`src/sesr_cfg.svh`:
```
// Register offsets, field positions, codes and reset values of the status block
// ***************************************************************************
// ***************************************************************************
`ifndef SESR_CFG_SVH
`define SESR_CFG_SVH

// Register word indices on the slave bus
`define SES_A_SESR 4'h0
`define SES_A_DEMASK 4'h1
`define SES_A_ESER 4'h2
`define SES_A_SRER 4'h3
`define SES_A_STB 4'h4
`define SES_A_CMD 4'h5
`define SES_A_QUEUE 4'h6
`define SES_A_STATUS 4'h7

// Event and status byte bit positions
`define SES_B_OPC 0
`define SES_B_DDE 3
`define SES_B_EXE 4
`define SES_B_CME 5
`define SES_B_ESB 5
`define SES_B_MAV 4

// Reset values
`define SES_RST_DEMASK 8'hff
`define SES_RST_MASK 8'h00

// Command codes written to the command register
`define SES_CMD_OPC 2'h1
`define SES_CMD_OPCQ 2'h2

// Message codes
`define SES_C_EMPTY 16'h0000
`define SES_C_PENDING 16'h0001
`define SES_C_ONE 16'h0001
`define SES_C_OVERFLOW 16'h015e
`define SES_C_SEMI 8'h3b

`define SES_QDEPTH 8
`endif

```
`src/ses_pkg.sv`:
```
// Types shared by the status block
`default_nettype none
package ses_pkg;
   typedef enum logic [2:0] {
      SES_IDLE = 3'h1,
      SES_WAIT = 3'h2,
      SES_DONE = 3'h4
   } ses_opc_t;
endpackage
`default_nettype wire

```
`src/ses_queue.sv`:
```
// Error and event message queue, flip-flop storage
`default_nettype none
module ses_queue #(
   parameter int DEPTH = 8,
   parameter int AW = 3
) (
   input wire logic clk_i,
   input wire logic srst_i,
   input wire logic push_i,
   input wire logic [15:0] code_i,
   input wire logic pop_i,
   output logic [15:0] head_o,
   output logic empty_o,
   output logic overflow_o
);
   logic [15:0] mem_q [DEPTH];
   logic [AW-1:0] wr_q;
   logic [AW-1:0] rd_q;
   logic [AW:0] cnt_q;
   logic full;
   logic do_pop;
   logic do_push;

   assign full = (cnt_q == (AW+1)'(DEPTH));
   assign do_pop = pop_i && (cnt_q != '0);
   assign do_push = push_i && (!full || do_pop);
   assign head_o = mem_q[rd_q];
   assign empty_o = (cnt_q == '0);
   assign overflow_o = push_i && !do_push;

   // Storage written when room remains or a pop frees a place in the same cycle
   always_ff @(posedge clk_i) begin
      if (do_push) begin
         mem_q[wr_q] <= code_i;
      end
   end

   // Pointers and fill count
   always_ff @(posedge clk_i) begin
      if (srst_i) begin
         wr_q <= '0;
         rd_q <= '0;
         cnt_q <= '0;
      end else begin
         if (do_push) begin
            wr_q <= AW'(wr_q + 1'b1);
         end
         if (do_pop) begin
            rd_q <= AW'(rd_q + 1'b1);
         end
         cnt_q <= (AW+1)'(cnt_q + do_push - do_pop);
      end
   end
endmodule
`default_nettype wire

```
`src/ses_top.sv`:
```
// Status and event reporting block with Avalon-MM register slave
//
// Local design decisions: the Avalon-MM register port and the address map.
`include "sesr_cfg.svh"
`default_nettype none
module ses_top
   import ses_pkg::*;
(
   input wire logic clk_i,
   input wire logic srst_i,
   // Avalon-MM slave
   input wire logic [3:0] avs_address_i,
   input wire logic avs_read_i,
   input wire logic avs_write_i,
   input wire logic [31:0] avs_writedata_i,
   output logic [31:0] avs_readdata_o,
   output logic avs_waitrequest_o,
   // Command engine side
   input wire logic op_pending_i,
   input wire logic cmd_error_i,
   input wire logic exe_error_i,
   input wire logic dev_error_i,
   input wire logic [15:0] err_code_i,
   input wire logic [7:0] detail_i,
   input wire logic detail_valid_i,
   // Service request, busy answer and detail separator
   output logic srq_o,
   output logic busy_o,
   output logic [7:0] msg_sep_o
);
   // ************************************************************************
   // Register state
   // ************************************************************************
   logic [7:0] sesr_q;
   logic [7:0] demask_q;
   logic [7:0] eser_q;
   logic [7:0] srer_q;
   logic [15:0] outq_q;
   logic outq_vld_q;
   logic wait_q;
   logic [31:0] rdata_q;
   logic srq_q;
   logic busy_q;
   logic [7:0] sep_q;
   ses_opc_t opc_q;
   logic opc_query_q;
   logic pend_s1_q;
   logic pend_q;

   logic wr_acc;
   logic rd_take;
   logic [7:0] ev_set;
   logic esb;
   logic [7:0] stb;
   logic q_push;
   logic [15:0] q_code;
   logic q_pop;
   logic [15:0] q_head;
   logic q_empty;
   logic q_ovf;
   logic ovf_pend_q;
   logic opc_fire;

   // Pending flag from the command engine is a level; synchronise it
   always_ff @(posedge clk_i) begin
      if (srst_i) begin
         pend_s1_q <= 1'b0;
         pend_q <= 1'b0;
      end else begin
         pend_s1_q <= op_pending_i;
         pend_q <= pend_s1_q;
      end
   end

   // One access per two cycles: waitrequest drops in the cycle after request
   assign wr_acc = avs_write_i && !wait_q;
   assign rd_take = avs_read_i && wait_q; // first request edge, once per read
   assign avs_waitrequest_o = wait_q;

   // Waitrequest kept in a flop so the bus output carries no logic
   always_ff @(posedge clk_i) begin
      if (srst_i) begin
         wait_q <= 1'b1;
      end else begin
         wait_q <= !((avs_read_i || avs_write_i) && wait_q);
      end
   end

   // ************************************************************************
   // Operation-complete sequencer
   // ************************************************************************
   // Armed by the command; fires only once nothing earlier is still in work
   always_ff @(posedge clk_i) begin
      if (srst_i) begin
         opc_q <= SES_IDLE;
         opc_query_q <= 1'b0;
      end else begin
         case (opc_q)
            SES_IDLE: begin
               if (wr_acc && avs_address_i == `SES_A_CMD &&
                   avs_writedata_i[1:0] != 2'h0) begin
                  opc_q <= SES_WAIT;
                  opc_query_q <= (avs_writedata_i[1:0] == `SES_CMD_OPCQ);
               end
            end
            SES_WAIT: begin
               if (!pend_q) begin
                  opc_q <= SES_DONE;
               end
            end
            SES_DONE: begin
               opc_q <= SES_IDLE;
            end
            default: begin
               opc_q <= SES_IDLE;
            end
         endcase
      end
   end

   assign opc_fire = (opc_q == SES_DONE);

   // ************************************************************************
   // Event latching
   // ************************************************************************
   // Each event owns one bit, gated by the device mask
   always_comb begin
      ev_set = 8'h00;
      ev_set[`SES_B_OPC] = opc_fire && !opc_query_q;
      ev_set[`SES_B_CME] = cmd_error_i;
      ev_set[`SES_B_EXE] = exe_error_i;
      ev_set[`SES_B_DDE] = dev_error_i && (err_code_i != `SES_C_OVERFLOW);
      ev_set = ev_set & demask_q;
   end

   // Cleared on the edge that captures read data, so no event slips between; set wins
   always_ff @(posedge clk_i) begin
      if (srst_i) begin
         sesr_q <= 8'h00;
      end else if (rd_take && avs_address_i == `SES_A_SESR) begin
         sesr_q <= ev_set;
      end else begin
         sesr_q <= sesr_q | ev_set;
      end
   end

   // Mask registers written by software
   always_ff @(posedge clk_i) begin
      if (srst_i) begin
         demask_q <= `SES_RST_DEMASK;
         eser_q <= `SES_RST_MASK;
         srer_q <= `SES_RST_MASK;
      end else if (wr_acc) begin
         if (avs_address_i == `SES_A_DEMASK) begin
            demask_q <= avs_writedata_i[7:0];
         end
         if (avs_address_i == `SES_A_ESER) begin
            eser_q <= avs_writedata_i[7:0];
         end
         if (avs_address_i == `SES_A_SRER) begin
            srer_q <= avs_writedata_i[7:0];
         end
      end
   end

   // ************************************************************************
   // Status byte and service request
   // ************************************************************************
   assign esb = |(sesr_q & eser_q);
   always_comb begin
      stb = 8'h00;
      stb[`SES_B_ESB] = esb;
      stb[`SES_B_MAV] = outq_vld_q;
   end

   // Request raised while any enabled status byte bit stands
   always_ff @(posedge clk_i) begin
      if (srst_i) begin
         srq_q <= 1'b0;
      end else begin
         srq_q <= |(stb & srer_q);
      end
   end

   // Busy answer mirrors extended processing in work
   always_ff @(posedge clk_i) begin
      if (srst_i) begin
         busy_q <= 1'b0;
      end else begin
         busy_q <= pend_q || (opc_q == SES_WAIT);
      end
   end

   // ************************************************************************
   // Output queue (query answers)
   // ************************************************************************
   // The value 1 appears only after the wait ends; reads before that see none
   always_ff @(posedge clk_i) begin
      if (srst_i) begin
         outq_q <= 16'h0000;
         outq_vld_q <= 1'b0;
      end else if (opc_fire && opc_query_q) begin
         outq_q <= `SES_C_ONE;
         outq_vld_q <= 1'b1;
      end else if (rd_take && avs_address_i == `SES_A_QUEUE && outq_vld_q) begin
         outq_vld_q <= 1'b0;
      end
   end

   // ************************************************************************
   // Message queue
   // ************************************************************************
   // Codes come straight from the engine: 100s, 200s, 300s families
   assign q_push = cmd_error_i || exe_error_i || dev_error_i;
   assign q_code = err_code_i;
   assign q_pop = rd_take && avs_address_i == `SES_A_STATUS;

   ses_queue #(
      .DEPTH(`SES_QDEPTH),
      .AW(3)
   ) u_queue (
      .clk_i(clk_i),
      .srst_i(srst_i),
      .push_i(q_push),
      .code_i(q_code),
      .pop_i(q_pop),
      .head_o(q_head),
      .empty_o(q_empty),
      .overflow_o(q_ovf)
   );

   // Overflow remembered and reported once the queue drains; no event bit
   always_ff @(posedge clk_i) begin
      if (srst_i) begin
         ovf_pend_q <= 1'b0;
      end else if (q_ovf) begin
         ovf_pend_q <= 1'b1;
      end else if (q_pop && q_empty) begin
         ovf_pend_q <= 1'b0;
      end
   end

   // Detail text separator emitted ahead of each detail byte
   always_ff @(posedge clk_i) begin
      if (srst_i) begin
         sep_q <= 8'h00;
      end else if (detail_valid_i) begin
         sep_q <= `SES_C_SEMI;
      end else begin
         sep_q <= detail_i;
      end
   end

   // ************************************************************************
   // Read data
   // ************************************************************************
   always_ff @(posedge clk_i) begin
      if (srst_i) begin
         rdata_q <= 32'h0000_0000;
      end else if (rd_take) begin
         case (avs_address_i)
            `SES_A_SESR: rdata_q <= {24'h0, sesr_q};
            `SES_A_DEMASK: rdata_q <= {24'h0, demask_q};
            `SES_A_ESER: rdata_q <= {24'h0, eser_q};
            `SES_A_SRER: rdata_q <= {24'h0, srer_q};
            `SES_A_STB: rdata_q <= {24'h0, stb | {1'b0, srq_q, 6'h0}};
            `SES_A_QUEUE: rdata_q <= {15'h0, outq_vld_q, outq_q};
            `SES_A_STATUS: begin
               if (!q_empty) begin
                  rdata_q <= {16'h0, q_head};
               end else if (ovf_pend_q) begin
                  rdata_q <= {16'h0, `SES_C_OVERFLOW};
               end else if (sesr_q != 8'h00) begin
                  rdata_q <= {16'h0, `SES_C_PENDING};
               end else begin
                  rdata_q <= {16'h0, `SES_C_EMPTY};
               end
            end
            default: rdata_q <= 32'h0000_0000;
         endcase
      end
   end

   assign avs_readdata_o = rdata_q;
   assign srq_o = srq_q;
   assign busy_o = busy_q;
   assign msg_sep_o = sep_q;

   // ************************************************************************
   // Checks
   // ************************************************************************
   property p_opc_after_idle;
      @(posedge clk_i) disable iff (srst_i)
      (opc_q == SES_WAIT && !pend_q) |=> opc_fire;
   endproperty
   a_opc_after_idle: assert property (p_opc_after_idle)
      else $error("completion did not follow end of pending work");

   property p_opc_bit;
      @(posedge clk_i) disable iff (srst_i)
      (opc_fire && !opc_query_q && demask_q[`SES_B_OPC]) |=> sesr_q[`SES_B_OPC];
   endproperty
   a_opc_bit: assert property (p_opc_bit)
      else $error("operation complete bit not set");

   property p_srq;
      @(posedge clk_i) disable iff (srst_i)
      (esb && srer_q[`SES_B_ESB]) |=> srq_q;
   endproperty
   a_srq: assert property (p_srq)
      else $error("service request missing");

   property p_cme;
      @(posedge clk_i) disable iff (srst_i)
      (cmd_error_i && demask_q[`SES_B_CME]) |=> sesr_q[`SES_B_CME];
   endproperty
   a_cme: assert property (p_cme)
      else $error("command error bit not set");

   property p_exe;
      @(posedge clk_i) disable iff (srst_i)
      (exe_error_i && demask_q[`SES_B_EXE]) |=> sesr_q[`SES_B_EXE];
   endproperty
   a_exe: assert property (p_exe)
      else $error("execution error bit not set");

   property p_gate;
      @(posedge clk_i) disable iff (srst_i)
      (!demask_q[`SES_B_CME] && !sesr_q[`SES_B_CME]) |=> !sesr_q[`SES_B_CME];
   endproperty
   a_gate: assert property (p_gate)
      else $error("masked event latched");

   property p_query;
      @(posedge clk_i) disable iff (srst_i)
      (opc_fire && opc_query_q) |=> (outq_vld_q && outq_q == `SES_C_ONE);
   endproperty
   a_query: assert property (p_query)
      else $error("completion query answer missing");

   property p_busy;
      @(posedge clk_i) disable iff (srst_i)
      (opc_q == SES_WAIT) |=> busy_q;
   endproperty
   a_busy: assert property (p_busy)
      else $error("busy not reported while waiting");
endmodule
`default_nettype wire

```
`config.mk`:
```
export PLATFORM = sky130hd
export DESIGN_NAME = ses_top
export DESIGN_NICKNAME = d
export VERILOG_FILES = /design/src/ses_pkg.sv /design/src/ses_queue.sv /design/src/ses_top.sv
export VERILOG_INCLUDE_DIRS = /design/src /design/src/src
export SDC_FILE = /design/constraint.sdc
export NUM_CORES = 1
export LEC_CHECK = 0
export BUFFER_PORTS_ARGS = -buffer_cell sky130_fd_sc_hd__buf_4
export CELL_PAD_IN_SITES_DETAIL_PLACEMENT = 0
export CELL_PAD_IN_SITES_GLOBAL_PLACEMENT = 1
export CORE_AREA = 2 2 159 130
export CTS_CLUSTER_DIAMETER = 40
export DETAILED_ROUTE_END_ITERATION = 12
export DIE_AREA = 0 0 161 132
export HOLD_SLACK_MARGIN = 0.1
export PLACE_DENSITY = 0.77
export SLEW_MARGIN = 30
export SYNTH_ARGS = -nofsm -noshare
export SYNTH_HDL_FRONTEND = slang
export SYNTH_SLANG_ARGS = --single-unit
```
`constraint.sdc`:
```
create_clock -name clk_i -period 3.5 [get_ports clk_i]
set_clock_uncertainty 0.1 [all_clocks]
set_input_delay 0.7 -clock clk_i [delete_from_list [all_inputs] [get_ports clk_i]]
set_output_delay 0.7 -clock clk_i [all_outputs]
set_load 0.005 [all_outputs]
```
# Word level (Yosys, flattened, before mapping)
# Memory sizes are Yosys's and may differ from the RTL's. A register that Yosys moved wholly into a read port is not among the register bits.
# Index checks and enable logic that the tools add are counted.
[classes]
n_reduce_logical = 41
n_bitwise = 5
eq_ne = 15
n_mux = 17
add_sub_neg = 4
[ops]
columns = ["operator", "n"]
rows = [
  ["$pmux 17 s7", 1],
  ["$and 6x8->8", 2],
  ["$eq 4x3->1 const B", 4],
  ["$logic_and 1x1->1", 16],
  ["$mux 16", 1],
  ["$ne 16x9->1 const B", 1],
  ["$reduce_or 8->1", 2],
  ["$mux 3", 4],
  ["$reduce_and 2->1", 5],
  ["$mux 9", 1],
  ["$and 8x8->8", 1],
  ["$eq 4x2->1 const B", 2],
  ["$logic_not 4->1", 2],
  ["$mux 8", 1],
  ["$or 8x8->8", 1],
  ["$reduce_bool 8->1", 1],
  ["$mux 1", 7],
  ["$or 6x7->7", 1],
  ["$add 3x1->3 const B", 2],
  ["$mux 6", 1],
  ["$pmux 3 s2", 1],
  ["$reduce_bool 2->1", 3],
  ["$logic_not 1->1", 5],
  ["$logic_or 1x1->1", 5],
  ["other kinds (11)", 12],
]
[word_totals]
inputBits = 69
word_cells = 103
out_inout_bits = 43
ff_bits = 94
memories = 1
ram_bits = 128
[mem_list]
columns = ["name", "words", "width", "read_ports", "rd_clocked_by_memory_dff", "write_ports", "line_no", "source"]
rows = [
  ["u_queue.mem_q", 8, 16, 1, 1, 1, "ses_queue.sv:16", "logic [15:0] mem_q [DEPTH];"],
]

# Longest topological paths before layout
[depth]
ltp_word = 8
mapped_depth = 11
mapped_depth_nobuf = 11

# Hierarchy
# From an unflattened synthesis, not the netlist that was laid out.
[unflattened]
cells_unflattened = 602
hier_area_um2 = 8490.6
[by_module_without_submodules]
columns = ["module", "seq_area_each_um2", "area_per_inst_um2", "cells_per_inst", "n_inst"]
rows = [
  ["ses_queue", 4103.9, 5585.4, 279, 1],
  ["ses_top", 1301.2, 2905.3, 323, 1],
]

# Worst setup path after synthesis
# No wires, ideal clock.
[synth_timing]
kind = "input port to flip-flop"
from = "input avs_address_i[3]"
to = "memory u_queue.mem_q[0][0], enable pin"
arrival_ns = 3.196
n_path_buf = 1
stages = 5
setup_ns = 0.430
slack_ns = -0.226
required_ns = 2.970
path_cell_list = "buf_2 -> nand4b_4 -> o311ai_1 -> nand2_1 -> nor4_1"
[synth_between]
elab_chain_cells = 7
[synth_rtl]
columns = ["element", "line_no", "source"]
rows = [
  ["from (decl)", "ses_top.sv:12", "input wire logic [3:0] avs_address_i,"],
  ["$eq 4x3->1", "n/a", ""],
  ["$logic_and 1x1->1 (no line)", "n/a", ""],
  ["$logic_and 1x1->1", "ses_queue.sv:25", "assign do_pop = pop_i && (cnt_q != '0);"],
  ["$logic_or 1x1->1", "ses_queue.sv:26", "assign do_push = push_i && (!full || do_pop);"],
  ["$logic_and 1x1->1", "ses_queue.sv:26", ""],
  ["$mux 1", "ses_queue.sv:33", "if (do_push) begin"],
  ["$mux 1 (implied by the code)", "ses_queue.sv:34", "mem_q[wr_q] <= code_i;"],
  ["to (decl)", "ses_queue.sv:16", ""],
]
# Every way passes these cells.

# Worst setup path after layout
[layout_timing]
from = "register wait_q, in the netlist avs_waitrequest_o"
to = "register u_queue.cnt_q[2]"
[layout_between]
elab_chain_cells = 7
[layout_rtl]
columns = ["element", "line_no", "source"]
rows = [
  ["from (decl)", "ses_top.sv:40", "logic wait_q;"],
  ["from (signal assigned)", "ses_top.sv:85", "wait_q <= !((avs_read_i || avs_write_i) && wait_q);"],
  ["$logic_and 1x1->1 (*)", "ses_top.sv:77", "assign rd_take = avs_read_i && wait_q;"],
  ["$logic_and 1x1->1 (no line) (*)", "n/a", ""],
  ["$logic_and 1x1->1 (*)", "ses_queue.sv:25", ""],
  ["$logic_or 1x1->1", "ses_queue.sv:26", ""],
  ["$logic_and 1x1->1", "ses_queue.sv:26", ""],
  ["$add 4x1->4", "ses_queue.sv:51", "cnt_q <= (AW+1)'(cnt_q + do_push - do_pop);"],
  ["$sub 4x1->4 (*)", "ses_queue.sv:51", ""],
  ["to (signal assigned)", "ses_queue.sv:51", ""],
  ["to (decl)", "ses_queue.sv:19", "logic [AW:0] cnt_q;"],
]
# Every way passes the cells marked *; elsewhere a longest branch is shown, timed or not.
# A chain may end at the register's enable or synchronous reset.

==> flow_summary.ini <==
[yosys]
ys_warn_count = 0
ys_seq_elements = 206
dominantRegCellSynth = edfxtp_1
synth_edf_count = 128
synthArstFlopShare_pct = 0
synth_cell_types = 60
syn_inst = 597
seq_area_frac_synth_pct = 64.7
avgSynthCellArea_um2 = 14.0
syn_area_mm2 = 0.00836

[global_routing]
antenna_found_initial = 0
grt_max_degree = 61
grtUsageTotal_pct = 17.9
grt_pass1_vias = 5269
grt-ovfl-total = 0
grt_pass1_wl_mm = 29.7

[floorplanning]
core-area_mm2 = 0.0196
start_util_pct = 42.7
die-area_mm2 = 0.0213
io_pins = 112
die_x_um = 161
dieHeight_um = 132
row_count = 46

[sta]
rsz0062_at_grt = false
holdWs_ps = 287
slew_violations = 0
tns_ps = 0
tightest_slew_ps = 677
slew_headroom_pct = 54.8
period_share_pct = 78.0
finalHoldViolCount = 0
setup_violations = 0
min_period_ps = 2730
fin_ws_ps = 769
max_freq_ghz = 0.366

[critical_path]
cp_slowest_cell = dfxtp_1
start_kind = register
r2r-end = u_queue.cnt_q[2]
r2r-start = avs_waitrequest_o
end_kind = register
cp_common_cell = nand2_1
path_max_fanout = 22
rr_worst_depth = 10
cp_top_family = simple AND/OR/NAND/NOR gates
crit_type = register to register
cp_data_required_time_ps = 3780
path_cells = nand2_1 > buf_4 > nor3_1 > nand2b_1 > nand2_1 > ha_1 > inv_1 > fa_1 > xor2_1 > nor2_1
critPathBufInv = 2
r2r_slack_ps = 770
worstPathArrival_ps = 3010
cpPeakStageDelay_ps = 510

[cts]
clk_path_buf_depth = 3
clock_latency_ps = 520
clock_sinks = 206
cts_root_buf = clkbuf_16
cts_resized = 0
clkTransAtPathRegs_ps = 60
htreeDepth = 1
cts-buffers-inserted = 26
postCtsSetupBuffers = 0
holdBufCountCts = 0
cts_tree = yes

[hold_path]
hold_class = input port to register
hold_depth = 2
min-delay-start = detail_i[6]
min_to = msg_sep_o[6]

[power]
power_frac_clock_pct = 41.3
p_sw_share_pct = 24.7
internal_power_mw = 4.71
p_leak_nw = 3.53
pwr-share-comb_pct = 12.0
ir_drop_v = 0.000344
power_mw = 6.26
switchingPower_mw = 1.55
seqPwrFrac_pct = 46.7
p_per_area_mw_per_mm2 = 621

[layout]
drive_gt1_share_pct = 25.2
syn_to_final_growth_pct = 20.6
fill_cells = 1629
nNetsFinal = 762
diodes = 0
postLayoutCellArea_mm2 = 0.0101

[flow_run]
maxCapViolCount = 0

[detailed_routing]
drc = 0
firstDrtPassIters = 4
vias = 5255
drt_iter0_drc = 444
wl_mm = 18.9
wire_per_inst_um = 19.5
vias_per_cell = 5.42
drtAntennaViolNets = 0

[run_status]
run_status = finished clean

[placement]
place.gp.congestion = 0.809
io_buffers = 72
place_area_mm2 = 0.00922
hpwl_mm = 12.1
preCtsSetupSlack_ps = 446
## state kept, by name, summed over array words and instances, names as in the netlist, named ones only
signal             flops
sesr_q                 4
msg_sep_o              8
u_queue.rd_q           3
srer_q                 8
busy_o                 1
avs_readdata_o        17
eser_q                 8
ovf_pend_q             1
u_queue.wr_q           3
demask_q               8
opc_query_q            1
u_queue.mem_q        128
pend_q                 1
avs_waitrequest_o      1
opc_q                  3
outq_q                 1
pend_s1_q              1
u_queue.cnt_q          4
outq_vld_q             1
srq_o                  1
## worst reg2reg max path: stages, from the launching register on
cell	delay, ps
dfxtp_1	510
nand2_1	160
buf_4	240
nor3_1	470
nand2b_1	200
nand2_1	100
ha_1	170
inv_1	70
fa_1	400
xor2_1	140
nor2_1	50
## logic make-up (layout without fill, tap and decap cells)
kind of cell | Yosys count | count (layout) | synth area share (%)
xor+xnor | 3 | 3 | 0.314
buf+inv | 57 | 151 | 3.52
other cells | 1 | 15 | 0.0449
mux | 67 | 67 | 13.1
simple gates | 172 | 172 | 10.3
compound gates | 83 | 83 | 6.81
fa+ha+maj | 8 | 8 | 1.29
flops | 206 | 206 | 64.7
## synthesized netlist by cell type, types with 2 or more instances
master | number | area (um2)
clkbuf_1 | 17 | 63.8
a41oi_1 | 2 | 17.5
o2111ai_1 | 4 | 35.0
dfxtp_1 | 78 | 1560
a211o_1 | 5 | 43.8
mux2_2 | 4 | 45.0
a32oi_1 | 4 | 35.0
nor3_1 | 7 | 35.0
a22oi_1 | 7 | 52.6
nor2b_1 | 8 | 50.1
and4b_1 | 2 | 20.0
and2_1 | 3 | 18.8
nand4_1 | 2 | 12.5
nor4bb_1 | 2 | 20.0
ha_1 | 7 | 87.6
or4_1 | 3 | 22.5
buf_4 | 16 | 120
a21o_1 | 2 | 15.0
nor4_1 | 4 | 25.0
mux4_2 | 28 | 631
inv_1 | 10 | 37.5
nand3_1 | 32 | 160
mux2i_1 | 31 | 310
nor2_1 | 44 | 165
or3_1 | 5 | 31.3
nor3b_1 | 2 | 15.0
buf_1 | 2 | 7.51
nand2b_1 | 4 | 25.0
buf_2 | 10 | 50.1
nand2_1 | 47 | 176
a311oi_1 | 3 | 26.3
o21ai_0 | 13 | 65.1
mux4_1 | 4 | 105
nand3b_1 | 3 | 22.5
edfxtp_1 | 128 | 3840
a21oi_1 | 25 | 125
a211oi_1 | 5 | 37.5
xnor2_1 | 2 | 17.5
## power groups by stage
stage          clock, mW  sequential [mW]  combinational (mW)
2_1_floorplan          0             2.94               0.480
3_3_place_gp           0             2.95               0.730
3_5_place_dp           0             2.97               0.756
4_1_cts             2.63             2.92               0.762
5_1_grt             2.74             2.94               0.833
6_report            2.58             2.92               0.754
## area by class of cell
cell class / count / area [um2] / share of cell area, %
repair buffers: 92 / 691 / 6.85
well taps: 264 / 330 / 3.28
multi-input cells: 348 / 2750 / 27.2
clock buffers: 37 / 776 / 7.69
inverters: 11 / 41.3 / 0.409
flip-flops and latches: 206 / 5410 / 53.6
clock inverters: 11 / 91.3 / 0.906
## placed cells by master (no fill, tap or decap), types with 8 or more instances in the layout
cell / netlist / routed
a21oi_1: 25 / 25
buf_4: 16 / 92
clkbuf_16: 0 / 28
conb_1: 1 / 15
dfxtp_1: 78 / 76
edfxtp_1: 128 / 128
inv_1: 10 / 10
mux2i_1: 31 / 31
mux4_2: 28 / 28
nand2_1: 47 / 47
nand3_1: 32 / 32
nor2_1: 44 / 44
nor2b_1: 8 / 8
o21ai_0: 13 / 13
## worst max path at each step
stage / to / startpoint / cells after the start
after CTS: u_queue.cnt_q[2] / avs_waitrequest_o / 10
after floorplan: u_queue.mem_q[2][0] / avs_address_i[3] / 5
after global placement: u_queue.cnt_q[2] / avs_address_i[1] / 10
after detailed placement: u_queue.cnt_q[2] / avs_address_i[1] / 10
after global routing: u_queue.cnt_q[2] / avs_waitrequest_o / 10
final: u_queue.cnt_q[2] / avs_waitrequest_o / 10
## metrics by stage
step | std cells | util [%]
2_1_floorplan | 611 | -
3_3_place_gp | 921 | 47.1
3_5_place_dp | 921 | 47.1
4_1_cts | 969 | 51.5
5_1_grt | 969 | 51.5
6_report | 969 | 51.5
## per-layer routing
metal,track usage (%),wire [um],vias to the layer above
met3,2.74,881,32
li1,-,-,2437
met2,28.5,8980,157
met5,0,0,-
met1,25.4,8570,2629
met4,5.31,422,0
No activity file was read; power rests on OpenSTA's default activity.
